--- src/include/retry_pkg.sv ---
// Package for the fault restart retry controller
package retry_pkg;
  localparam logic [2:0] RETRY_CNT_5 = 3'h5;
  localparam logic [2:0] RETRY_CNT_6 = 3'h6;
  localparam logic [2:0] RETRY_CNT_CONT = 3'h7;
  localparam logic [3:0] ATTEMPTS_5 = 4'h5;
  localparam logic [3:0] ATTEMPTS_6 = 4'h6;
  localparam int DELAY_UNIT_NS = 1000;
  localparam int CLK_PERIOD_NS = 8;
  localparam int UNIT_CYCLES_INT = (DELAY_UNIT_NS + CLK_PERIOD_NS - 1) / CLK_PERIOD_NS;
  localparam int TIMER_W = 24;
  localparam logic [TIMER_W-1:0] UNIT_CYCLES = TIMER_W'(UNIT_CYCLES_INT);
  localparam logic [3:0] ATTEMPT_RESET = 4'h0;

  typedef enum {
    ST_RUN,
    ST_WAIT,
    ST_RESTART,
    ST_LATCHED
  } retry_state_t;

  typedef struct packed {
    logic [2:0] retry_count;
    logic [2:0] retry_time;
    logic [7:0] delay_unit;
  } retry_cfg_t;
endpackage : retry_pkg

--- src/rtl/fault_restart_retry_control.sv ---
// Fault restart retry controller
`timescale 1ns/10ps
`default_nettype none
module fault_restart_retry_control
  import retry_pkg::*;
(
  input wire logic i_clk,
  input wire logic i_resetn,
  // Configuration
  input wire retry_cfg_t i_cfg,
  // Fault and on/off inputs
  input wire logic i_fault,
  input wire logic i_other_fault,
  input wire logic i_fault_clear,
  input wire logic i_on_cmd,
  input wire logic i_bias_ok,
  // Outputs
  output logic o_output_en,
  output logic o_restart_pulse,
  output logic o_latched_off,
  output logic [3:0] o_attempts
);
  retry_state_t state_ff;
  logic [3:0] attempts_ff;
  logic timer_start_ff;
  logic timer_done;
  logic [3:0] limit;
  logic unlimited;
  logic enabled;
  logic attempt_left;

  assign enabled = i_on_cmd && i_bias_ok;

  // Lower count codes allow no attempt at all
  always_comb
  begin
    unlimited = 1'b0;
    limit = ATTEMPT_RESET;
    case (i_cfg.retry_count)
      RETRY_CNT_5:
      begin
        limit = ATTEMPTS_5;
      end
      RETRY_CNT_6:
      begin
        limit = ATTEMPTS_6;
      end
      RETRY_CNT_CONT:
      begin
        unlimited = 1'b1;
      end
      default:
      begin
        limit = ATTEMPT_RESET;
      end
    endcase
  end

  assign attempt_left = unlimited || (attempts_ff < limit);

  retry_timer u_timer (
    .i_clk(i_clk),
    .i_resetn(i_resetn),
    .i_start(timer_start_ff),
    .i_mult(i_cfg.retry_time),
    .i_unit(i_cfg.delay_unit),
    .o_done(timer_done)
  );

  // Sequencing of run, wait, restart and latch-off
  always_ff @(posedge i_clk or negedge i_resetn)
  begin
    if (!i_resetn)
    begin
      state_ff <= ST_RUN;
    end
    else
    begin
      case (state_ff)
        ST_RUN:
        begin
          if (i_fault && enabled)
          begin
            if (attempt_left)
            begin
              state_ff <= ST_WAIT;
            end
            else
            begin
              state_ff <= ST_LATCHED;
            end
          end
        end
        ST_WAIT:
        begin
          // Off command, bias loss or a hard fault ends retrying
          if (!enabled || i_other_fault)
          begin
            state_ff <= ST_LATCHED;
          end
          else if (timer_done)
          begin
            state_ff <= ST_RESTART;
          end
        end
        ST_RESTART:
        begin
          state_ff <= ST_RUN;
        end
        ST_LATCHED:
        begin
          if (i_fault_clear)
          begin
            state_ff <= ST_RUN;
          end
        end
        default:
        begin
          state_ff <= ST_RUN;
        end
      endcase
    end
  end

  // Attempt counter; outside ST_RESTART a clear with the fault gone gives a fresh budget
  always_ff @(posedge i_clk or negedge i_resetn)
  begin
    if (!i_resetn)
    begin
      attempts_ff <= ATTEMPT_RESET;
    end
    else if (state_ff == ST_RESTART)
    begin
      // Saturate so continuous mode cannot wrap the counter
      if (attempts_ff != 4'hf)
      begin
        attempts_ff <= attempts_ff + 4'h1;
      end
    end
    else if (i_fault_clear && (state_ff == ST_LATCHED || !i_fault))
    begin
      attempts_ff <= ATTEMPT_RESET;
    end
  end

  // Timer kick on each accepted fault
  always_ff @(posedge i_clk or negedge i_resetn)
  begin
    if (!i_resetn)
    begin
      timer_start_ff <= 1'b0;
    end
    else
    begin
      timer_start_ff <= (state_ff == ST_RUN) && i_fault && enabled && attempt_left;
    end
  end

  // One pulse per restart attempt
  always_ff @(posedge i_clk or negedge i_resetn)
  begin
    if (!i_resetn)
    begin
      o_restart_pulse <= 1'b0;
    end
    else
    begin
      o_restart_pulse <= (state_ff == ST_RESTART);
    end
  end

  // Output only runs while no fault is present
  always_ff @(posedge i_clk or negedge i_resetn)
  begin
    if (!i_resetn)
    begin
      o_output_en <= 1'b0;
    end
    else
    begin
      o_output_en <= (state_ff == ST_RUN) && enabled && !i_fault;
    end
  end

  // Latch-off status
  always_ff @(posedge i_clk or negedge i_resetn)
  begin
    if (!i_resetn)
    begin
      o_latched_off <= 1'b0;
    end
    else
    begin
      o_latched_off <= (state_ff == ST_LATCHED);
    end
  end

  // Attempt count, lagging the counter by one cycle like the status
  always_ff @(posedge i_clk or negedge i_resetn)
  begin
    if (!i_resetn)
    begin
      o_attempts <= ATTEMPT_RESET;
    end
    else
    begin
      o_attempts <= attempts_ff;
    end
  end
endmodule : fault_restart_retry_control
`default_nettype wire

--- src/rtl/retry_timer.sv ---
// Interval timer counting retry_time multiples of the fault's delay unit
`timescale 1ns/10ps
`default_nettype none
module retry_timer
  import retry_pkg::*;
(
  input wire logic i_clk,
  input wire logic i_resetn,
  // Control
  input wire logic i_start,
  input wire logic [2:0] i_mult,
  input wire logic [7:0] i_unit,
  // Status
  output logic o_done
);
  logic [TIMER_W-1:0] cnt_ff;
  logic [TIMER_W-1:0] nxt_cnt;
  logic busy_ff;

  always_comb
  begin
    // Zero multiplier still gives one cycle of spacing
    nxt_cnt = TIMER_W'({5'h00, i_mult} * {8'h00, i_unit}) * UNIT_CYCLES;
    if (nxt_cnt == TIMER_W'(0))
    begin
      nxt_cnt = TIMER_W'(1);
    end
  end

  always_ff @(posedge i_clk or negedge i_resetn)
  begin
    if (!i_resetn)
    begin
      cnt_ff <= '0;
      busy_ff <= 1'b0;
      o_done <= 1'b0;
    end
    else
    begin
      o_done <= 1'b0;
      if (i_start)
      begin
        cnt_ff <= nxt_cnt;
        busy_ff <= 1'b1;
      end
      else if (busy_ff)
      begin
        if (cnt_ff == TIMER_W'(1))
        begin
          busy_ff <= 1'b0;
          o_done <= 1'b1;
        end
        cnt_ff <= cnt_ff - TIMER_W'(1);
      end
    end
  end
endmodule : retry_timer
`default_nettype wire

--- config.mk ---
export PLATFORM = sky130hd
export DESIGN_NAME = fault_restart_retry_control
export DESIGN_NICKNAME = d
export VERILOG_FILES = /design/src/include/retry_pkg.sv /design/src/rtl/fault_restart_retry_control.sv /design/src/rtl/retry_timer.sv
export SDC_FILE = /design/constraint.sdc
export NUM_CORES = 1
export LEC_CHECK = 0
export ABC_AREA = 0
export BUFFER_PORTS_ARGS = -buffer_cell sky130_fd_sc_hd__buf_2
export CORE_UTILIZATION = 35
export CTS_BUF_LIST = sky130_fd_sc_hd__clkbuf_8
export CTS_CLUSTER_SIZE = 25
export DETAILED_ROUTE_END_ITERATION = 16
export PLACE_DENSITY_LB_ADDON = 0.05
export SETUP_SLACK_MARGIN = 0.3
export SYNTH_ARGS = -nofsm -noshare
export SYNTH_HDL_FRONTEND = slang
export SYNTH_SLANG_ARGS = --single-unit
--- constraint.sdc ---
create_clock -name i_clk -period 3.7 [get_ports i_clk]
set_input_delay 1.11 -clock i_clk [delete_from_list [all_inputs] [get_ports i_clk]]
set_output_delay 1.11 -clock i_clk [all_outputs]
set_load 0.01 [all_outputs]
Word-level counts from Yosys, hierarchy flattened
Index checks and enable logic that the tools add are counted.
{"block": "op_classes", "mux": 20, "multipliers": 2, "eq_ne": 13, "reduce_logical": 20, "addsub": 2, "order_cmp": 1}
{"operator": "2-to-1 mux 32 bit", "count": 4}
{"operator": "one-hot mux 32 bit (3 select lines)", "count": 1}
{"operator": "== test 32 x 3 -> 1 bit (second input constant)", "count": 2}
{"operator": "logical NOT 32 bit", "count": 2}
{"operator": "2-to-1 mux 24 bit", "count": 2}
{"operator": "== test 32 x 1 -> 1 bit (second input constant)", "count": 1}
{"operator": "== test 32 x 2 -> 1 bit (second input constant)", "count": 1}
{"operator": "== test 24 x 1 -> 1 bit (second input constant)", "count": 1}
{"operator": "subtractor 24 x 1 -> 24 bit (second input constant)", "count": 1}
{"operator": "logical NOT 18 bit", "count": 1}
{"operator": "multiplier 11 x 7 -> 18 bit (second input constant)", "count": 1}
{"operator": "2-to-1 mux 18 bit", "count": 1}
{"operator": "2-to-1 mux 4 bit", "count": 3}
{"operator": "multiplier 3 x 8 -> 11 bit", "count": 1}
{"operator": "== test 3 bit (second input constant)", "count": 3}
{"operator": "logical AND 1 bit", "count": 8}
{"operator": "2-to-1 mux 1 bit", "count": 7}
{"operator": "one-hot mux 3 bit (2 select lines)", "count": 1}
{"operator": "adder 4 x 1 -> 4 bit (second input constant)", "count": 1}
{"operator": "< comparator 4 bit", "count": 1}
{"operator": "inequality test 2 bit (second input constant)", "count": 2}
{"operator": "inequality test 4 bit (second input constant)", "count": 1}
{"operator": "nonzero test 2 bit", "count": 2}
{"operator": "logical OR 1 bit", "count": 3}
{"operator": "other kinds (6)", "count": 7}
{"block": "totals", "out_inout_bits": 7, "inputBits": 21, "reg_bits": 70, "wordCells": 68}

Depth between registers and ports, before layout
{"block": "logic_depth", "depth_word": 7, "depth_mapped": 26, "depth_no_buf": 25}

Hierarchy
Synthesis repeated with hierarchy kept, for this count alone.
{"block": "unflattened", "cells_unflattened": 505, "area_unflattened_um2": 4628.2}
{"mod": "retry_timer", "cells_each": 446, "n_inst": 1, "area_per_inst_um2": 3956.3, "seq_area_each_um2": 650.6}
{"mod": "fault_restart_retry_control", "cells_each": 59, "n_inst": 1, "area_per_inst_um2": 671.9, "seq_area_each_um2": 350.3}

Worst setup path after synthesis
OpenSTA, ideal clock, no wires.
{"block": "synth_path", "path_type": "input to register", "startpoint": "input port i_cfg[0] (netlist bit)", "endpoint": "register u_timer.cnt_ff[0]", "n_path_buf": 1, "path_stages": 23, "t_arrival_ns": 6.848, "path_slack_ns": -3.214, "t_required_ns": 3.633, "setup_time_ns": 0.067, "path_cell_list": "and2_1 -> fa_1 -> ha_1 -> fa_1 -> a21o_1 -> a21oi_1 -> xnor2_1 -> inv_1 -> xnor2_1 -> xnor2_1 -> fa_1 -> inv_1 -> fa_1 -> ha_1 -> ha_1 -> clkbuf_1 -> a21o_1 -> or4_1 -> o2bb2ai_1 -> xnor2_1 -> nand3_1 -> nor4_1 -> nand2b_1"}
{"block": "synth_between", "elab_chain_cells": 5}
{"item": "start, declared", "line_no": "fault_restart_retry_control.sv:10", "source": "input wire retry_cfg_t i_cfg,"}
{"item": "multiplier 3 x 8 -> 11 bit *", "line_no": "retry_timer.sv:23", "source": "nxt_cnt = TIMER_W'({5'h00, i_mult} * {8'h00, i_unit}) * UNIT_CYCLES;"}
{"item": "multiplier 11 x 7 -> 18 bit *", "line_no": "retry_timer.sv:23"}
{"item": "logical NOT 18 bit", "line_no": "retry_timer.sv:24", "source": "if (nxt_cnt == TIMER_W'(0))"}
{"item": "2-to-1 mux 18 bit *", "line_no": "retry_timer.sv:24"}
{"item": "2-to-1 mux 24 bit *", "line_no": "retry_timer.sv:41", "source": "if (i_start)"}
{"item": "end signal, assigned", "line_no": "retry_timer.sv:43", "source": "cnt_ff <= nxt_cnt;"}
{"item": "end signal, assigned", "line_no": "retry_timer.sv:53", "source": "cnt_ff <= cnt_ff - TIMER_W'(1);"}
{"item": "end, declared", "line_no": "retry_timer.sv:16", "source": "logic [TIMER_W-1:0] cnt_ff;"}
Every way passes the cells marked *; elsewhere a longest branch is shown, timed or not.
A chain may end at the register's enable or synchronous reset.

Worst setup path after layout
Ends and elaborated chain as after synthesis.

==> impl_metrics.tcl <==
set metrics [dict create \
    worstHoldPathCells 0 \
    worstMarginPinSlew_ns 0.897 \
    grt_pass1_vias 3813 \
    yosysTopAreaCell "dfrtp_1" \
    die_y_um 116 \
    grt_max_degree 41 \
    grt.overflow.total 0 \
    hold_viol_final 0 \
    async_reset_ff_frac 1.00 \
    drt_iter0_drc 133 \
    cts_max_level 2 \
    top_level_ports 28 \
    antenna_found_initial 0 \
    grt_pass1_wl_mm 17.5 \
    routedWlPerCell_um 12.8 \
    vias 3916 \
    finalSetupViolCount 16 \
    ff2ff_path_depth 5 \
    die_w_um 116 \
    drt-total-wl_mm 10.5 \
    multi_input_area_mm2 0.00403 \
    finalWorstPathRequiredPeriod_ns 6.47 \
    outcome "finished, violations left" \
    hold_slack_ns 0.470 \
    synth-edff-count 0 \
    track_usage 0.164 \
    syn_to_final_growth_pct 47.2 \
    crit_path_start_kind "input port" \
    holdCritPathClass "reg -> reg" \
    criticalPathCategory "in -> reg" \
    synth_seq_cells 40 \
    drv_cap 0 \
    yosysUniqueCellTypes 57 \
    portBuffers 27 \
    tns_ns -34.49 \
    synthTopCellsByCount "inv_1, ha_1, nand2_1" \
    gp_congestion 0.787 \
    postSynthNetCount 618 \
    drive_gt1_frac 0.417 \
    fin_nets 759 \
    worst_slack_ns -2.77 \
    pre_cts_ws_ns -3.23 \
    cts_buffer_depth 2 \
    finalMaxSlewViolations 0 \
    fin_crit_sh 1.75 \
    synth_area_leaders "dfrtp_1, fa_1, ha_1" \
    die_area_mm2 0.0135 \
    yosys_warnings 0 \
    yosysSeqAreaShare 0.220 \
    postRouteAntennaNets 0 \
    dpl.hpwl_mm 8.25 \
    cts-root-buf "clkbuf_8" \
    synthesis.area_mm2 0.00455 \
    avgViaCountPerCell 4.78 \
    cp_max_fo 4 \
    yosys.area.top_type_share 0.220 \
    cp.arrival_ns 6.71 \
    core_area_mm2 0.0127 \
    diodes 0 \
    avgSynthCellArea_um2 9.01 \
    worstPathRequired_ns 3.94 \
    seq_area_mm2 0.00100 \
    numCtsBuffers 5 \
    relSlewSlack 0.402 \
    finalClockSkew_ns 0.00493 \
    start_util 0.359 \
    fill_cells 1190 \
    syn_inst 505 \
    drt_first_pass_iters 5 \
    clock_latency_ns 0.30 \
    cts_hold_buf 0 \
    synthFlopType "dfrtp_1" \
    clk_pin_slew_ns 0.08 \
    rsz0062_at_grt "yes" \
    max_freq_mhz 155 \
    rows 41 \
    drc 0 \
    end_kind "register" \
    synth.most_common_cell "inv_1" \
    violations "negative setup slack" \
    cts.sinks 40 \
    tritoncts "done" \
]
[cells in the final DEF (no fill, tap or decap), types with 5 or more instances in the layout]
| cell | instances |
|---|---|
| nor2_1 | 26 |
| ha_4 | 23 |
| xnor2_2 | 12 |
| o21bai_1 | 6 |
| inv_1 | 59 |
| nand3_1 | 6 |
| inv_2 | 12 |
| buf_2 | 24 |
| nand2_1 | 42 |
| dfrtp_1 | 40 |
| nand2b_1 | 5 |
| o21ai_1 | 9 |
| buf_4 | 99 |
| fa_1 | 34 |
| o21ai_2 | 5 |
| xnor2_1 | 15 |
| a21oi_2 | 15 |
| and2_1 | 6 |
| o21ai_0 | 13 |
| nor4_1 | 5 |
| clkbuf_8 | 6 |
| ha_1 | 31 |
| buf_6 | 20 |
| a21oi_1 | 10 |
| xor2_1 | 16 |
| nor3_1 | 13 |
[final cells by class]
type	instances	area share
clock inverter	2	0.00149
timing repair buffer	143	0.162
inverter	72	0.0407
multi-input combinational	384	0.601
sequential	40	0.149
tap	172	0.0321
clock buffer	6	0.0123
[kinds of logic (layout without fill, tap and decap cells)]
kind of cell,Yosys count,count (layout),synth area share
fa+ha+maj,92,92,0.312
mux,2,2,0.00495
flops,40,40,0.220
buf+inv,81,223,0.0682
simple gates,140,140,0.160
xor+xnor,51,51,0.0982
compound gates,99,99,0.137
[worst paths after layout]
check / to / slack (ns) / start
max: u_timer.cnt_ff[0] / -2.77 / i_cfg[0]
min: o_attempts[0] / 0.47 / attempts_ff[0]
max reg2reg: u_timer.cnt_ff[9] / 1.34 / u_timer.cnt_ff[3]
min reg2reg: o_attempts[0] / 0.47 / attempts_ff[0]
max in group asynchronous: attempts_ff[0] / 2.21 / i_resetn
min in group asynchronous: u_timer.cnt_ff[11] / 0.93 / i_resetn
[critical path: stages]
cell	delay (ns)
buf_6	0.09
and2_4	0.15
fa_1	0.48
ha_2	0.21
fa_2	0.35
a21o_1	0.19
a21oi_2	0.14
o21bai_1	0.10
a21oi_2	0.20
xnor2_2	0.17
buf_4	0.17
inv_2	0.04
fa_1	0.49
inv_2	0.04
fa_1	0.54
fa_1	0.45
ha_4	0.27
ha_4	0.28
and2_4	0.14
and3_4	0.23
o2111ai_4	0.13
a31oi_4	0.23
xnor2_2	0.10
nor4_2	0.27
nand2b_1	0.14
[metrics by stage]
step | util | area, µm² | std cells
4_1_cts | 0.489 | 6190 | 805
6_report | 0.529 | 6700 | 819
3_5_place_dp | 0.456 | 5780 | 787
2_1_floorplan | - | 4800 | 505
5_1_grt | 0.529 | 6700 | 819
3_3_place_gp | 0.456 | 5780 | 787
[registers in the layout, summed over array words and instances, names as in the netlist]
signal / cells
attempts_ff: 4
o_attempts: 4
o_latched_off: 1
o_output_en: 1
o_restart_pulse: 1
state_ff: 2
timer_start_ff: 1
u_timer.busy_ff: 1
u_timer.cnt_ff: 24
u_timer.o_done: 1
[routing by layer]
metal / vias to the layer above / share of wire / global-route usage
met4: 0 / 0.017 / 0.0504
met3: 12 / 0.015 / 0.0126
met1: 1883 / 0.45 / 0.218
met5: - / 0 / 0
li1: 1984 / - / -
met2: 37 / 0.51 / 0.284
[repair_timing]
action	in CTS	in global routing
endpoints found under the hold margin	0	0
gates resized for setup	48	79
setup buffers	10	14
endpoints found under the setup margin	16	16
pin swaps	44	60
Power is left out: the tool's default activity adds up to more than one toggle a clock period on the data nets, which glitch-free logic cannot reach.
